## config.mk

```make
export PLATFORM = sky130hd
export DESIGN_NAME = pms_supervisor
export DESIGN_NICKNAME = d
export VERILOG_FILES = /design/src/common/pms_pkg.sv /design/src/core/pms_supervisor.sv
export SDC_FILE = /design/constraint.sdc
export NUM_CORES = 1
export LEC_CHECK = 0
export BUFFER_PORTS_ARGS = -buffer_cell sky130_fd_sc_hd__buf_2
export CAP_MARGIN = 20
export CORE_MARGIN = 2
export CORE_UTILIZATION = 40
export CTS_CLUSTER_SIZE = 14
export DETAILED_ROUTE_END_ITERATION = 7
export PLACE_DENSITY = 0.62
export SLEW_MARGIN = 20
export SYNTH_ARGS = -nofsm -noshare
export SYNTH_HDL_FRONTEND = slang
export SYNTH_SLANG_ARGS = --single-unit
```

## constraint.sdc

```tcl
create_clock -name core_clk -period 4.3 [get_ports core_clk]
set_input_delay 1.075 -clock core_clk [delete_from_list [all_inputs] [get_ports core_clk]]
set_output_delay 1.075 -clock core_clk [all_outputs]
set_load 0.05 [all_outputs]
```

## src/common/pms_pkg.sv

```systemverilog
// Shared constants, types and register map of the power-mode supervisor
package pms_pkg;
	// ----------------------------------------------------------------
	// Register map (byte offsets)
	// ----------------------------------------------------------------
	localparam logic [7:0] OFS_CTRL  = 8'h00;
	localparam logic [7:0] OFS_SRAM  = 8'h04;
	localparam logic [7:0] OFS_IOCFG = 8'h08;
	localparam logic [7:0] OFS_STAT  = 8'h0c;
	localparam logic [31:0] CTRL_RST  = 32'h0000_0000;
	localparam logic [31:0] SRAM_RST  = 32'h0000_0000;
	localparam logic [31:0] IOCFG_RST = 32'h0000_0000;
	// CTRL fields
	localparam int CTRL_LPSEL    = 0;
	localparam int CTRL_RANGE2   = 2;
	localparam int CTRL_SVDEN    = 3;
	localparam int CTRL_SVDFALL  = 4;
	localparam int CTRL_SVDRISE  = 5;
	localparam int CTRL_FLASHPD  = 6;
	localparam int CTRL_CLKREL   = 7;
	// SRAM fields: sleep clock gates and stop power switches
	localparam int SRAM_CLKOFF   = 0;
	localparam int SRAM_PWROFF   = 4;
	// STAT fields
	localparam int STAT_MODE     = 0;
	localparam int STAT_RANGE2   = 3;
	localparam int STAT_BELOW    = 4;
	localparam int STAT_FASTCLK  = 5;
	localparam int STAT_BORLVL   = 8;
	// Low-power mode selection codes
	localparam logic [1:0] LP_STOP0  = 2'h0;
	localparam logic [1:0] LP_STOP1  = 2'h1;
	localparam logic [1:0] LP_STBYRT = 2'h2;
	localparam logic [1:0] LP_STBY   = 2'h3;
	// Brownout level after power-on: lowest one (1.71 V)
	localparam logic [1:0] BOR_LVL_RST = 2'h0;
	// Frequency ceilings per core_supply range
	localparam logic [7:0] FREQ_R1_MHZ = 8'h64;
	localparam logic [7:0] FREQ_R2_MHZ = 8'h10;
	// ----------------------------------------------------------------
	// Unit and wake-source bit positions
	// ----------------------------------------------------------------
	localparam int U_RADIO = 11;
	localparam int NUNIT   = 13;
	localparam int W_ANY   = 15;
	localparam int NWAKE   = 16;
	// Units kept alive per mode (bit 12 = everything else)
	localparam logic [12:0] UM_RUN   = 13'h1fff;
	localparam logic [12:0] UM_STOP0 = 13'h0fff;
	localparam logic [12:0] UM_STOP1 = 13'h03ff;
	localparam logic [12:0] UM_STBRT = 13'h003d;
	localparam logic [12:0] UM_STBY  = 13'h001d;
	// Wake sources per mode (13 reset pin, 14 wake_pin, 15 any irq)
	localparam logic [15:0] WM_SLEEP = 16'h8000;
	localparam logic [15:0] WM_STOP0 = 16'h2fff;
	localparam logic [15:0] WM_STOP1 = 16'h23ff;
	localparam logic [15:0] WM_STBRT = 16'h603d;
	localparam logic [15:0] WM_STBY  = 16'h601d;

	typedef enum logic [2:0] {
		MODE_RUN, MODE_SLEEP, MODE_STOP0, MODE_STOP1, MODE_STBRT, MODE_STBY
	} pms_mode_t;

	typedef struct packed {
		logic       mainRegOn;
		logic       lowPowerRegulatorOn;
		logic       cpuClkOn;
		logic       flashOn;
		logic       flashClkOn;
		logic [1:0] sramClkOn;
		logic [1:0] sramPwrOn;
		logic       internalFastOscillatorOn;
		logic       slowOscOn;
		logic       ioRetain;
		logic       radioAvail;
		logic [7:0] freqLimMhz;
	} pms_pwr_t;
endpackage

```

## src/core/pms_supervisor.sv

```systemverilog
// Power-mode supervisor: brownout hold, supply threshold detector, mode sequencer, AXI4-Lite registers
`timescale 1ns/100ps
`default_nettype none

module pms_supervisor #(
	parameter int NUM_WAKE_PINS = 8,
	parameter int NUM_IO        = 8
) (
	input  wire logic                        core_clk,
	input  wire logic                        resetn,
	input  wire logic                        clkEn,
	// AXI4-Lite slave
	input  wire logic [7:0]                  s_axi_awaddr,
	input  wire logic                        s_axi_awvalid,
	output logic                             s_axi_awready,
	input  wire logic [31:0]                 s_axi_wdata,
	input  wire logic [3:0]                  s_axi_wstrb,
	input  wire logic                        s_axi_wvalid,
	output logic                             s_axi_wready,
	output logic [1:0]                       s_axi_bresp,
	output logic                             s_axi_bvalid,
	input  wire logic                        s_axi_bready,
	input  wire logic [7:0]                  s_axi_araddr,
	input  wire logic                        s_axi_arvalid,
	output logic                             s_axi_arready,
	output logic [31:0]                      s_axi_rdata,
	output logic [1:0]                       s_axi_rresp,
	output logic                             s_axi_rvalid,
	input  wire logic                        s_axi_rready,
	// Analog comparators and pins (asynchronous)
	input  wire logic [3:0]                  supplyBelowBor,
	input  wire logic                        supplyBelowSvd,
	input  wire logic [NUM_WAKE_PINS-1:0]    wakePin,
	input  wire logic [1:0]                  borLevelOption,
	// CPU and autonomous peripherals (core_clk domain)
	input  wire logic                        sleepReq,
	input  wire logic                        deepSleepReq,
	input  wire logic                        execFromSram,
	input  wire logic                        fastOscReq,
	input  wire logic                        busClkReq,
	input  wire logic [pms_pkg::NWAKE-1:0]   wakeSrc,
	// Outputs
	output logic                             brownoutResetHold_ff,
	output logic                             svdEvent_ff,
	output pms_pkg::pms_pwr_t                pwr_ff,
	output logic [pms_pkg::NUNIT-1:0]        unitActive_ff,
	output logic [pms_pkg::NWAKE-1:0]        wakeMask_ff,
	output logic                             sysClkFast_ff,
	output logic [2*NUM_IO-1:0]              ioPull_ff
);
	localparam int NSYNC = 5 + NUM_WAKE_PINS;

	// ----------------------------------------------------------------
	// Helpers
	// ----------------------------------------------------------------
	function automatic logic [31:0] applyStrb(input logic [31:0] old, input logic [31:0] nw,
	                                          input logic [3:0] strb);
		logic [31:0] res;
		res = old;
		for (int i = 0; i < 4; i++) begin
			if (strb[i]) begin
				res[8*i +: 8] = nw[8*i +: 8];
			end
		end
		return res;
	endfunction

	function automatic logic isMapped(input logic [7:0] a);
		return (a[7:2] == pms_pkg::OFS_CTRL[7:2]) || (a[7:2] == pms_pkg::OFS_SRAM[7:2]) ||
		       (a[7:2] == pms_pkg::OFS_IOCFG[7:2]) || (a[7:2] == pms_pkg::OFS_STAT[7:2]);
	endfunction

	// ----------------------------------------------------------------
	// Pin synchronisers
	// ----------------------------------------------------------------
	logic [NSYNC-1:0] syncA_ff;
	logic [NSYNC-1:0] syncB_ff;
	logic [NSYNC-1:0] syncC_ff;
	logic [NSYNC-1:0] pinFilt_ff;
	logic [3:0]       borBelow;
	logic             svdBelow;
	logic             svdBelowPrev_ff;

	// Three stages; a level is accepted only when stages two and three agree
	always_ff @(posedge core_clk) begin
		if (!resetn) begin
			syncA_ff   <= '0;
			syncB_ff   <= '0;
			syncC_ff   <= '0;
			pinFilt_ff <= '0;
		end else if (clkEn) begin
			syncA_ff   <= {wakePin, supplyBelowSvd, supplyBelowBor};
			syncB_ff   <= syncA_ff;
			syncC_ff   <= syncB_ff;
			pinFilt_ff <= (syncB_ff & syncC_ff) | (pinFilt_ff & (syncB_ff ^ syncC_ff));
		end
	end

	assign borBelow = pinFilt_ff[3:0];
	assign svdBelow = pinFilt_ff[4];

	// ----------------------------------------------------------------
	// Brownout monitor
	// ----------------------------------------------------------------
	logic [1:0] borLvl_ff;
	logic       borCaptured_ff;

	// Option level is latched once after release; reset always starts at the lowest level
	always_ff @(posedge core_clk) begin
		if (!resetn) begin
			borLvl_ff      <= pms_pkg::BOR_LVL_RST;
			borCaptured_ff <= 1'b0;
		end else if (clkEn && !borCaptured_ff) begin
			borLvl_ff      <= borLevelOption;
			borCaptured_ff <= 1'b1;
		end
	end

	// Independent of mode: no state term gates the hold
	always_ff @(posedge core_clk) begin
		if (!resetn) begin
			brownoutResetHold_ff <= 1'b1;
		end else if (clkEn) begin
			brownoutResetHold_ff <= borBelow[borLvl_ff];
		end
	end

	// ----------------------------------------------------------------
	// Registers
	// ----------------------------------------------------------------
	logic [31:0]         ctrl_ff;
	logic [31:0]         sram_ff;
	logic [31:0]         iocfg_ff;
	pms_pkg::pms_mode_t  state_ff;
	pms_pkg::pms_mode_t  nxt_state;
	logic                bamStop0_ff;
	logic                wrFire;
	logic [7:0]          awAddr_ff;
	logic                awHave_ff;
	logic [31:0]         wData_ff;
	logic [3:0]          wStrb_ff;
	logic                wHave_ff;
	logic [31:0]         statWord;

	assign wrFire = awHave_ff && wHave_ff && !s_axi_bvalid;

	// Write address and data are caught independently, in either order
	always_ff @(posedge core_clk) begin
		if (!resetn) begin
			awHave_ff     <= 1'b0;
			wHave_ff      <= 1'b0;
			awAddr_ff     <= 8'h00;
			wData_ff      <= 32'h0000_0000;
			wStrb_ff      <= 4'h0;
			s_axi_awready <= 1'b1;
			s_axi_wready  <= 1'b1;
			s_axi_bvalid  <= 1'b0;
			s_axi_bresp   <= 2'h0;
		end else if (clkEn) begin
			if (s_axi_awvalid && s_axi_awready) begin
				awHave_ff     <= 1'b1;
				awAddr_ff     <= s_axi_awaddr;
				s_axi_awready <= 1'b0;
			end
			if (s_axi_wvalid && s_axi_wready) begin
				wHave_ff     <= 1'b1;
				wData_ff     <= s_axi_wdata;
				wStrb_ff     <= s_axi_wstrb;
				s_axi_wready <= 1'b0;
			end
			if (wrFire) begin
				awHave_ff    <= 1'b0;
				wHave_ff     <= 1'b0;
				s_axi_bvalid <= 1'b1;
				s_axi_bresp  <= isMapped(awAddr_ff) ? 2'h0 : 2'h2;
			end
			if (s_axi_bvalid && s_axi_bready) begin
				s_axi_bvalid  <= 1'b0;
				s_axi_awready <= 1'b1;
				s_axi_wready  <= 1'b1;
			end
		end
	end

	// Software-visible configuration; detector disabled at reset
	always_ff @(posedge core_clk) begin
		if (!resetn) begin
			ctrl_ff  <= pms_pkg::CTRL_RST;
			sram_ff  <= pms_pkg::SRAM_RST;
			iocfg_ff <= pms_pkg::IOCFG_RST;
		end else if (clkEn && wrFire) begin
			if (awAddr_ff[7:2] == pms_pkg::OFS_CTRL[7:2]) begin
				ctrl_ff <= applyStrb(ctrl_ff, wData_ff, wStrb_ff) & 32'h0000_007f;
			end
			if (awAddr_ff[7:2] == pms_pkg::OFS_SRAM[7:2]) begin
				sram_ff <= applyStrb(sram_ff, wData_ff, wStrb_ff) & 32'h0000_0033;
			end
			if (awAddr_ff[7:2] == pms_pkg::OFS_IOCFG[7:2]) begin
				iocfg_ff <= applyStrb(iocfg_ff, wData_ff, wStrb_ff);
			end
		end
	end

	// Status word seen by software
	always_comb begin
		statWord = 32'h0000_0000;
		statWord[pms_pkg::STAT_MODE +: 3]   = state_ff;
		statWord[pms_pkg::STAT_RANGE2]      = ctrl_ff[pms_pkg::CTRL_RANGE2];
		statWord[pms_pkg::STAT_BELOW]       = svdBelow;
		statWord[pms_pkg::STAT_FASTCLK]     = sysClkFast_ff;
		statWord[pms_pkg::STAT_BORLVL +: 2] = borLvl_ff;
	end

	// Read channel answers one cycle after the address is taken
	always_ff @(posedge core_clk) begin
		if (!resetn) begin
			s_axi_arready <= 1'b1;
			s_axi_rvalid  <= 1'b0;
			s_axi_rdata   <= 32'h0000_0000;
			s_axi_rresp   <= 2'h0;
		end else if (clkEn) begin
			if (s_axi_arvalid && s_axi_arready) begin
				s_axi_arready <= 1'b0;
				s_axi_rvalid  <= 1'b1;
				s_axi_rresp   <= isMapped(s_axi_araddr) ? 2'h0 : 2'h2;
				case (s_axi_araddr[7:2])
					pms_pkg::OFS_CTRL[7:2]:  s_axi_rdata <= ctrl_ff;
					pms_pkg::OFS_SRAM[7:2]:  s_axi_rdata <= sram_ff;
					pms_pkg::OFS_IOCFG[7:2]: s_axi_rdata <= iocfg_ff;
					pms_pkg::OFS_STAT[7:2]:  s_axi_rdata <= statWord;
					default:                 s_axi_rdata <= 32'h0000_0000;
				endcase
			end else if (s_axi_rvalid && s_axi_rready) begin
				s_axi_rvalid  <= 1'b0;
				s_axi_arready <= 1'b1;
			end
		end
	end

	// ----------------------------------------------------------------
	// Supply threshold detector
	// ----------------------------------------------------------------
	// Edges are tracked while disabled too, so enabling never fakes an edge
	always_ff @(posedge core_clk) begin
		if (!resetn) begin
			svdBelowPrev_ff <= 1'b0;
			svdEvent_ff     <= 1'b0;
		end else if (clkEn) begin
			svdBelowPrev_ff <= svdBelow;
			svdEvent_ff     <= ctrl_ff[pms_pkg::CTRL_SVDEN] &&
			                   ((ctrl_ff[pms_pkg::CTRL_SVDFALL] && svdBelow && !svdBelowPrev_ff) ||
			                    (ctrl_ff[pms_pkg::CTRL_SVDRISE] && !svdBelow && svdBelowPrev_ff));
		end
	end

	// ----------------------------------------------------------------
	// Mode sequencer
	// ----------------------------------------------------------------
	logic [pms_pkg::NWAKE-1:0] curWake;
	logic [pms_pkg::NUNIT-1:0] curUnits;
	logic                      range2;
	logic                      wakeHit;
	logic                      lpExit;
	pms_pkg::pms_pwr_t         nxt_pwr;

	assign range2  = ctrl_ff[pms_pkg::CTRL_RANGE2];
	// The bit just below the any-event bit is the wake pin; filtered pins count there too
	assign wakeHit = (|(wakeSrc & curWake)) ||
	                 (curWake[pms_pkg::W_ANY-1] && (|pinFilt_ff[NSYNC-1:5]));
	assign lpExit  = (state_ff != pms_pkg::MODE_RUN) && (state_ff != pms_pkg::MODE_SLEEP) &&
	                 (nxt_state == pms_pkg::MODE_RUN);

	// Units and wake sources allowed in the present mode
	always_comb begin
		case (state_ff)
			pms_pkg::MODE_RUN: begin
				curUnits = pms_pkg::UM_RUN;
				curWake  = '0;
			end
			pms_pkg::MODE_SLEEP: begin
				curUnits = pms_pkg::UM_RUN;
				curWake  = pms_pkg::WM_SLEEP;
			end
			pms_pkg::MODE_STOP0: begin
				curUnits = pms_pkg::UM_STOP0;
				curWake  = pms_pkg::WM_STOP0;
			end
			pms_pkg::MODE_STOP1: begin
				curUnits = pms_pkg::UM_STOP1;
				curWake  = pms_pkg::WM_STOP1;
			end
			pms_pkg::MODE_STBRT: begin
				curUnits = pms_pkg::UM_STBRT;
				curWake  = pms_pkg::WM_STBRT;
			end
			pms_pkg::MODE_STBY: begin
				curUnits = pms_pkg::UM_STBY;
				curWake  = pms_pkg::WM_STBY;
			end
			default: begin
				curUnits = pms_pkg::UM_RUN;
				curWake  = '0;
			end
		endcase
		if (range2) begin
			curUnits[pms_pkg::U_RADIO] = 1'b0;
			curWake[pms_pkg::U_RADIO]  = 1'b0;
		end
	end

	// Next mode: entry from run only on software request; Stop 1 and Stop 0 then swap on busClkReq
	always_comb begin
		nxt_state = state_ff;
		case (state_ff)
			pms_pkg::MODE_RUN: begin
				if (deepSleepReq) begin
					case (ctrl_ff[pms_pkg::CTRL_LPSEL +: 2])
						pms_pkg::LP_STOP0:  nxt_state = pms_pkg::MODE_STOP0;
						pms_pkg::LP_STOP1:  nxt_state = pms_pkg::MODE_STOP1;
						pms_pkg::LP_STBYRT: nxt_state = pms_pkg::MODE_STBRT;
						default:            nxt_state = pms_pkg::MODE_STBY;
					endcase
				end else if (sleepReq) begin
					nxt_state = pms_pkg::MODE_SLEEP;
				end
			end
			pms_pkg::MODE_STOP1: begin
				if (wakeHit) begin
					nxt_state = pms_pkg::MODE_RUN;
				end else if (busClkReq) begin
					nxt_state = pms_pkg::MODE_STOP0;
				end
			end
			pms_pkg::MODE_STOP0: begin
				if (wakeHit) begin
					nxt_state = pms_pkg::MODE_RUN;
				end else if (bamStop0_ff && !busClkReq) begin
					nxt_state = pms_pkg::MODE_STOP1;
				end
			end
			pms_pkg::MODE_SLEEP, pms_pkg::MODE_STBRT, pms_pkg::MODE_STBY: begin
				if (wakeHit) begin
					nxt_state = pms_pkg::MODE_RUN;
				end
			end
			default: nxt_state = pms_pkg::MODE_RUN;
		endcase
	end

	// Mode register; bamStop0 marks a Stop 0 borrowed from Stop 1
	always_ff @(posedge core_clk) begin
		if (!resetn) begin
			state_ff    <= pms_pkg::MODE_RUN;
			bamStop0_ff <= 1'b0;
		end else if (clkEn) begin
			state_ff    <= nxt_state;
			bamStop0_ff <= (nxt_state == pms_pkg::MODE_STOP0) &&
			               (bamStop0_ff || state_ff == pms_pkg::MODE_STOP1);
		end
	end

	// Exit sets the fast clock; a software release in the same cycle loses
	always_ff @(posedge core_clk) begin
		if (!resetn) begin
			sysClkFast_ff <= 1'b1;
		end else if (clkEn) begin
			if (lpExit) begin
				sysClkFast_ff <= 1'b1;
			end else if (wrFire && awAddr_ff[7:2] == pms_pkg::OFS_CTRL[7:2] && wStrb_ff[0] &&
			             wData_ff[pms_pkg::CTRL_CLKREL]) begin
				sysClkFast_ff <= 1'b0;
			end
		end
	end

	// Power, clock and memory controls per mode
	always_comb begin
		nxt_pwr = '0;
		nxt_pwr.slowOscOn  = 1'b1;
		nxt_pwr.freqLimMhz = range2 ? pms_pkg::FREQ_R2_MHZ : pms_pkg::FREQ_R1_MHZ;
		case (state_ff)
			pms_pkg::MODE_RUN, pms_pkg::MODE_SLEEP: begin
				nxt_pwr.mainRegOn                = 1'b1;
				nxt_pwr.cpuClkOn                 = (state_ff == pms_pkg::MODE_RUN);
				nxt_pwr.flashOn                  = !(ctrl_ff[pms_pkg::CTRL_FLASHPD] && execFromSram);
				nxt_pwr.flashClkOn               = nxt_pwr.flashOn;
				nxt_pwr.sramPwrOn                = 2'h3;
				nxt_pwr.sramClkOn                = (state_ff == pms_pkg::MODE_SLEEP) ?
				                                   ~sram_ff[pms_pkg::SRAM_CLKOFF +: 2] : 2'h3;
				nxt_pwr.internalFastOscillatorOn = 1'b1;
				nxt_pwr.radioAvail               = !range2;
			end
			pms_pkg::MODE_STOP0: begin
				nxt_pwr.mainRegOn                = 1'b1;
				nxt_pwr.sramPwrOn                = ~sram_ff[pms_pkg::SRAM_PWROFF +: 2];
				nxt_pwr.internalFastOscillatorOn = fastOscReq || busClkReq;
				nxt_pwr.radioAvail               = !range2;
			end
			pms_pkg::MODE_STOP1, pms_pkg::MODE_STBRT: begin
				nxt_pwr.lowPowerRegulatorOn = 1'b1;
				nxt_pwr.sramPwrOn           = ~sram_ff[pms_pkg::SRAM_PWROFF +: 2];
				nxt_pwr.ioRetain            = (state_ff == pms_pkg::MODE_STBRT);
			end
			pms_pkg::MODE_STBY: begin
				nxt_pwr.ioRetain = 1'b1;
			end
			default: nxt_pwr.mainRegOn = 1'b1;
		endcase
	end

	// Registered outputs
	always_ff @(posedge core_clk) begin
		if (!resetn) begin
			pwr_ff        <= '0;
			unitActive_ff <= '0;
			wakeMask_ff   <= '0;
			ioPull_ff     <= '0;
		end else if (clkEn) begin
			pwr_ff        <= nxt_pwr;
			unitActive_ff <= curUnits;
			wakeMask_ff   <= curWake;
			ioPull_ff     <= iocfg_ff[2*NUM_IO-1:0];
		end
	end

	// ----------------------------------------------------------------
	// Checks
	// ----------------------------------------------------------------
	chk_bor_hold: assert property (@(posedge core_clk) disable iff (!resetn || !clkEn)
		borBelow[borLvl_ff] |=> brownoutResetHold_ff) else $error("brownout hold missing");
	chk_bor_default: assert property (@(posedge core_clk)
		!resetn |=> borLvl_ff == pms_pkg::BOR_LVL_RST) else $error("brownout level not lowest");
	chk_svd_fall: assert property (@(posedge core_clk) disable iff (!resetn || !clkEn)
		ctrl_ff[pms_pkg::CTRL_SVDEN] && ctrl_ff[pms_pkg::CTRL_SVDFALL] && $rose(svdBelow)
		|=> svdEvent_ff) else $error("detector fall event lost");
	chk_run_reset: assert property (@(posedge core_clk)
		!resetn |=> state_ff == pms_pkg::MODE_RUN) else $error("not in run after reset");
	chk_sleep_wake: assert property (@(posedge core_clk) disable iff (!resetn || !clkEn)
		state_ff == pms_pkg::MODE_SLEEP && wakeSrc[pms_pkg::W_ANY]
		|=> state_ff == pms_pkg::MODE_RUN) else $error("sleep ignored wake");
	chk_stop0_power: assert property (@(posedge core_clk) disable iff (!resetn || !clkEn)
		state_ff == pms_pkg::MODE_STOP0 |=> pwr_ff.mainRegOn && !pwr_ff.flashOn && !pwr_ff.cpuClkOn)
		else $error("stop0 power wrong");
	chk_standby_regs: assert property (@(posedge core_clk) disable iff (!resetn || !clkEn)
		state_ff == pms_pkg::MODE_STBY |=> !pwr_ff.mainRegOn && !pwr_ff.lowPowerRegulatorOn)
		else $error("standby regulator on");
	chk_range2_limit: assert property (@(posedge core_clk) disable iff (!resetn || !clkEn)
		range2 |=> pwr_ff.freqLimMhz == pms_pkg::FREQ_R2_MHZ && !pwr_ff.radioAvail)
		else $error("range2 limit wrong");
	chk_exit_fastclk: assert property (@(posedge core_clk) disable iff (!resetn || !clkEn)
		lpExit |=> sysClkFast_ff && state_ff == pms_pkg::MODE_RUN) else $error("exit clock not fast");
	chk_stop1_bam: assert property (@(posedge core_clk) disable iff (!resetn || !clkEn)
		state_ff == pms_pkg::MODE_STOP1 && busClkReq && !wakeHit |=> state_ff == pms_pkg::MODE_STOP0)
		else $error("bus clock request ignored");
endmodule

`default_nettype wire

```

==> impl_metrics.json <==
{
  "worst_path_max_delay_cell": "buf_4",
  "die_w_um": 157,
  "totalWireLength_um": 21700,
  "clk_pin_slew_worst_paths_ns": 0.06,
  "utilization": 0.487,
  "die_y_um": 157,
  "drc": 0,
  "maxCapViolCount": 0,
  "cts_tree": "yes",
  "ctsResizeCount": 0,
  "route.met2.wl_um": 9320,
  "root_buffer": "clkbuf_16",
  "crit_path_start_kind": "input pin",
  "hold_path_class": "register to register",
  "fin_skew_ns": 0.0149,
  "cts_setup_buffers": 0,
  "dp_hpwl_um": 14600,
  "yosysSeqAreaShare": 0.493,
  "timing.setup.tns_ns": 0,
  "endpoint_kind": "register",
  "gr-total-overflow": 0,
  "insertion_delay_ns": 0.53,
  "fin_crit_ns": 2.39,
  "drt_first_pass_iters": 6,
  "grt_max_degree": 98,
  "synth_area_um2": 9390,
  "cp_common_cell": "buf_4",
  "area_growth_pct": 20.7,
  "postCtsHoldBufs": 0,
  "synth_common_cells": "dfxtp_1 (231), nand2_1 (150), nor2b_1 (119)",
  "worst_pin_slew_ns": 0.894,
  "synth_top_area_cell": "dfxtp_1",
  "antenna_found_initial": 5,
  "power_switching_mw": 1.21,
  "cts_made_buffers": 25,
  "cpPeakStageDelay_ns": 0.69,
  "synth-edff-count": 0,
  "crit_type": "input pin to register",
  "crit_fanout": 63,
  "ys_warn_count": 0,
  "status": "complete, no violations",
  "via_count": 7091,
  "ioPinCount": 206,
  "drt_iter0_drc": 327,
  "drt-met1-wl_um": 10500,
  "ant_nets": 0,
  "start_util": 0.404,
  "internal_power_mw": 3.76,
  "layout-drive-gt1-share": 0.228,
  "core_region_area_um2": 23300,
  "cts_sinks": 231,
  "seqPwrFrac": 0.450,
  "synthArstFlopShare": 0,
  "ys_seq_elements": 231,
  "post-route-period-util": 0.557,
  "setup_viol": 0,
  "synth_top_area_share": 0.493,
  "required_ns": 4.72,
  "gp_congestion": 0.763,
  "grt.total_usage": 0.171,
  "p_leak_nw": 4.68,
  "synthCells": 992,
  "port_buffers": 193,
  "cp.arrival_ns": 2.81,
  "share_comb_of_total_power": 0.086,
  "p_per_area_nw_per_um2": 439,
  "fin_nets": 1246,
  "yosysMostFrequentCell": "dfxtp_1",
  "multi_input_area_um2": 4300,
  "synthTopCellsByArea": "dfxtp_1 (49%), mux2i_1 (8.7%), nor2b_1 (7.9%)",
  "clkPwrFrac": 0.464,
  "hold_viol": 0,
  "worstPathCellList": "buf_4, buf_4, nand3_1, mux2i_1, nor2b_1",
  "rows": 56,
  "slew_headroom": 0.404,
  "rsz0062_at_grt": "no",
  "maxSlewViolCount": 0,
  "viasPerCell": 4.79,
  "die_area_um2": 24700,
  "grt_pass1_wl_um": 34300,
  "avgSynthCellArea_um2": 9.46,
  "irDropWorstVdd_mv": 0.211,
  "num-fill-cells": 2271,
  "clock_path_buffers": 3,
  "wire_per_inst_um": 14.7,
  "regArea_um2": 4620,
  "synthFlopType": "dfxtp_1",
  "timing.fmax_mhz": 418,
  "p_sw_frac": 0.244,
  "wl_met3_um": 1370,
  "h-tree-depth": 1,
  "ys_types": 50,
  "routed.top_layer": "met5",
  "grt_pass1_vias": 6538
}
-- state kept, by name, indices dropped and copies added (netlist names), 2 cells and up --
| signal | count |
|---|---|
| awAddr_ff | 6 |
| borLvl_ff | 2 |
| ctrl_ff | 7 |
| ioPull_ff | 16 |
| iocfg_ff | 32 |
| pinFilt_ff | 13 |
| pwr_ff | 13 |
| s_axi_rdata | 32 |
| sram_ff | 4 |
| state_ff | 3 |
| syncA_ff | 13 |
| syncB_ff | 13 |
| syncC_ff | 13 |
| unitActive_ff | 6 |
| wData_ff | 32 |
| wStrb_ff | 4 |
| wakeMask_ff | 7 |
-- placed cells by master, fill, tap and decap left out, types with 5 or more instances in the layout --
master | synthesis | final
dfxtp_1 | 231 | 231
buf_2 | 7 | 191
nand2_1 | 150 | 150
nor2b_1 | 119 | 119
mux2i_1 | 82 | 82
o21ai_0 | 64 | 64
a21boi_0 | 61 | 61
nand3_1 | 41 | 41
a22oi_1 | 32 | 32
clkbuf_16 | 0 | 25
a21oi_1 | 18 | 18
ha_1 | 13 | 13
nor2_1 | 12 | 12
buf_4 | 26 | 12
a31oi_1 | 8 | 8
conb_1 | 1 | 7
nor3_1 | 7 | 6
inv_1 | 6 | 6
clkbuf_8 | 1 | 6
clkinv_2 | 0 | 6
mux4_2 | 5 | 5
o21a_1 | 5 | 5
-- per-layer routing --
metal,up-vias,GRT usage
li1,3677,-
met1,3196,0.236
met2,175,0.269
met3,41,0.0385
met4,2,0.0472
met5,-,0
-- logic make-up after synthesis --
logic type                 synth area share
other                              0.000400
muxes                                 0.101
AOI/OAI and AO/OA                     0.142
adders and majority gates            0.0173
DFF                                   0.493
and+or+nand+nor                       0.195
buffers and inverters                0.0520
-- per-stage QoR --
stage / power, mW / hold slack [ns] / setup WS [ns] / instances / area (um^2)
after floorplan: 2.61 / 0.424 / 1.88 / 998 / 9410
after global placement: 2.71 / 0.434 / 1.33 / 1429 / 10400
after detailed placement: 2.72 / 0.445 / 1.32 / 1429 / 10400
after CTS: 5.04 / 0.455 / 1.89 / 1475 / 11300
after global routing: 5.17 / 0.479 / 1.71 / 1477 / 11300
final: 4.97 / 0.453 / 1.91 / 1479 / 11300
-- worst max-delay path: cells and delay by family --
| kind | cells | cell delay (ns) |
|---|---|---|
| AND/OR/NAND/NOR | 2 | 0.62 |
| buffers and inverters | 2 | 0.80 |
| multiplexers | 1 | 0.29 |
-- area by class of cell --
class | instances | share of cell area
flip-flops and latches | 231 | 0.408
multi-input cells | 668 | 0.380
repair buffers | 205 | 0.0951
clock buffers | 34 | 0.0635
well taps | 319 | 0.0352
clock inverters | 12 | 0.0158
inverters | 6 | 0.00199
diodes | 4 | 0.000883
-- worst paths after layout --
kind,slack [ns],startpoint,depth (start not counted),endpoint
setup reg to reg,2.16,state_ff[2],5,sysClkFast_ff
hold / removal,0.45,awHave_ff,2,awHave_ff
hold reg to reg,0.45,awHave_ff,2,awHave_ff
setup / recovery,1.91,clkEn,5,awAddr_ff[2]
-- power groups by stage --
stage,registers (mW),clock network (mW),logic (mW)
3_5_place_dp,2.28,0,0.432
2_1_floorplan,2.34,0,0.271
6_report,2.24,2.31,0.429
5_1_grt,2.24,2.46,0.466
3_3_place_gp,2.28,0,0.429
4_1_cts,2.24,2.37,0.433
Note: power is estimated with default switching activity, not from simulation.
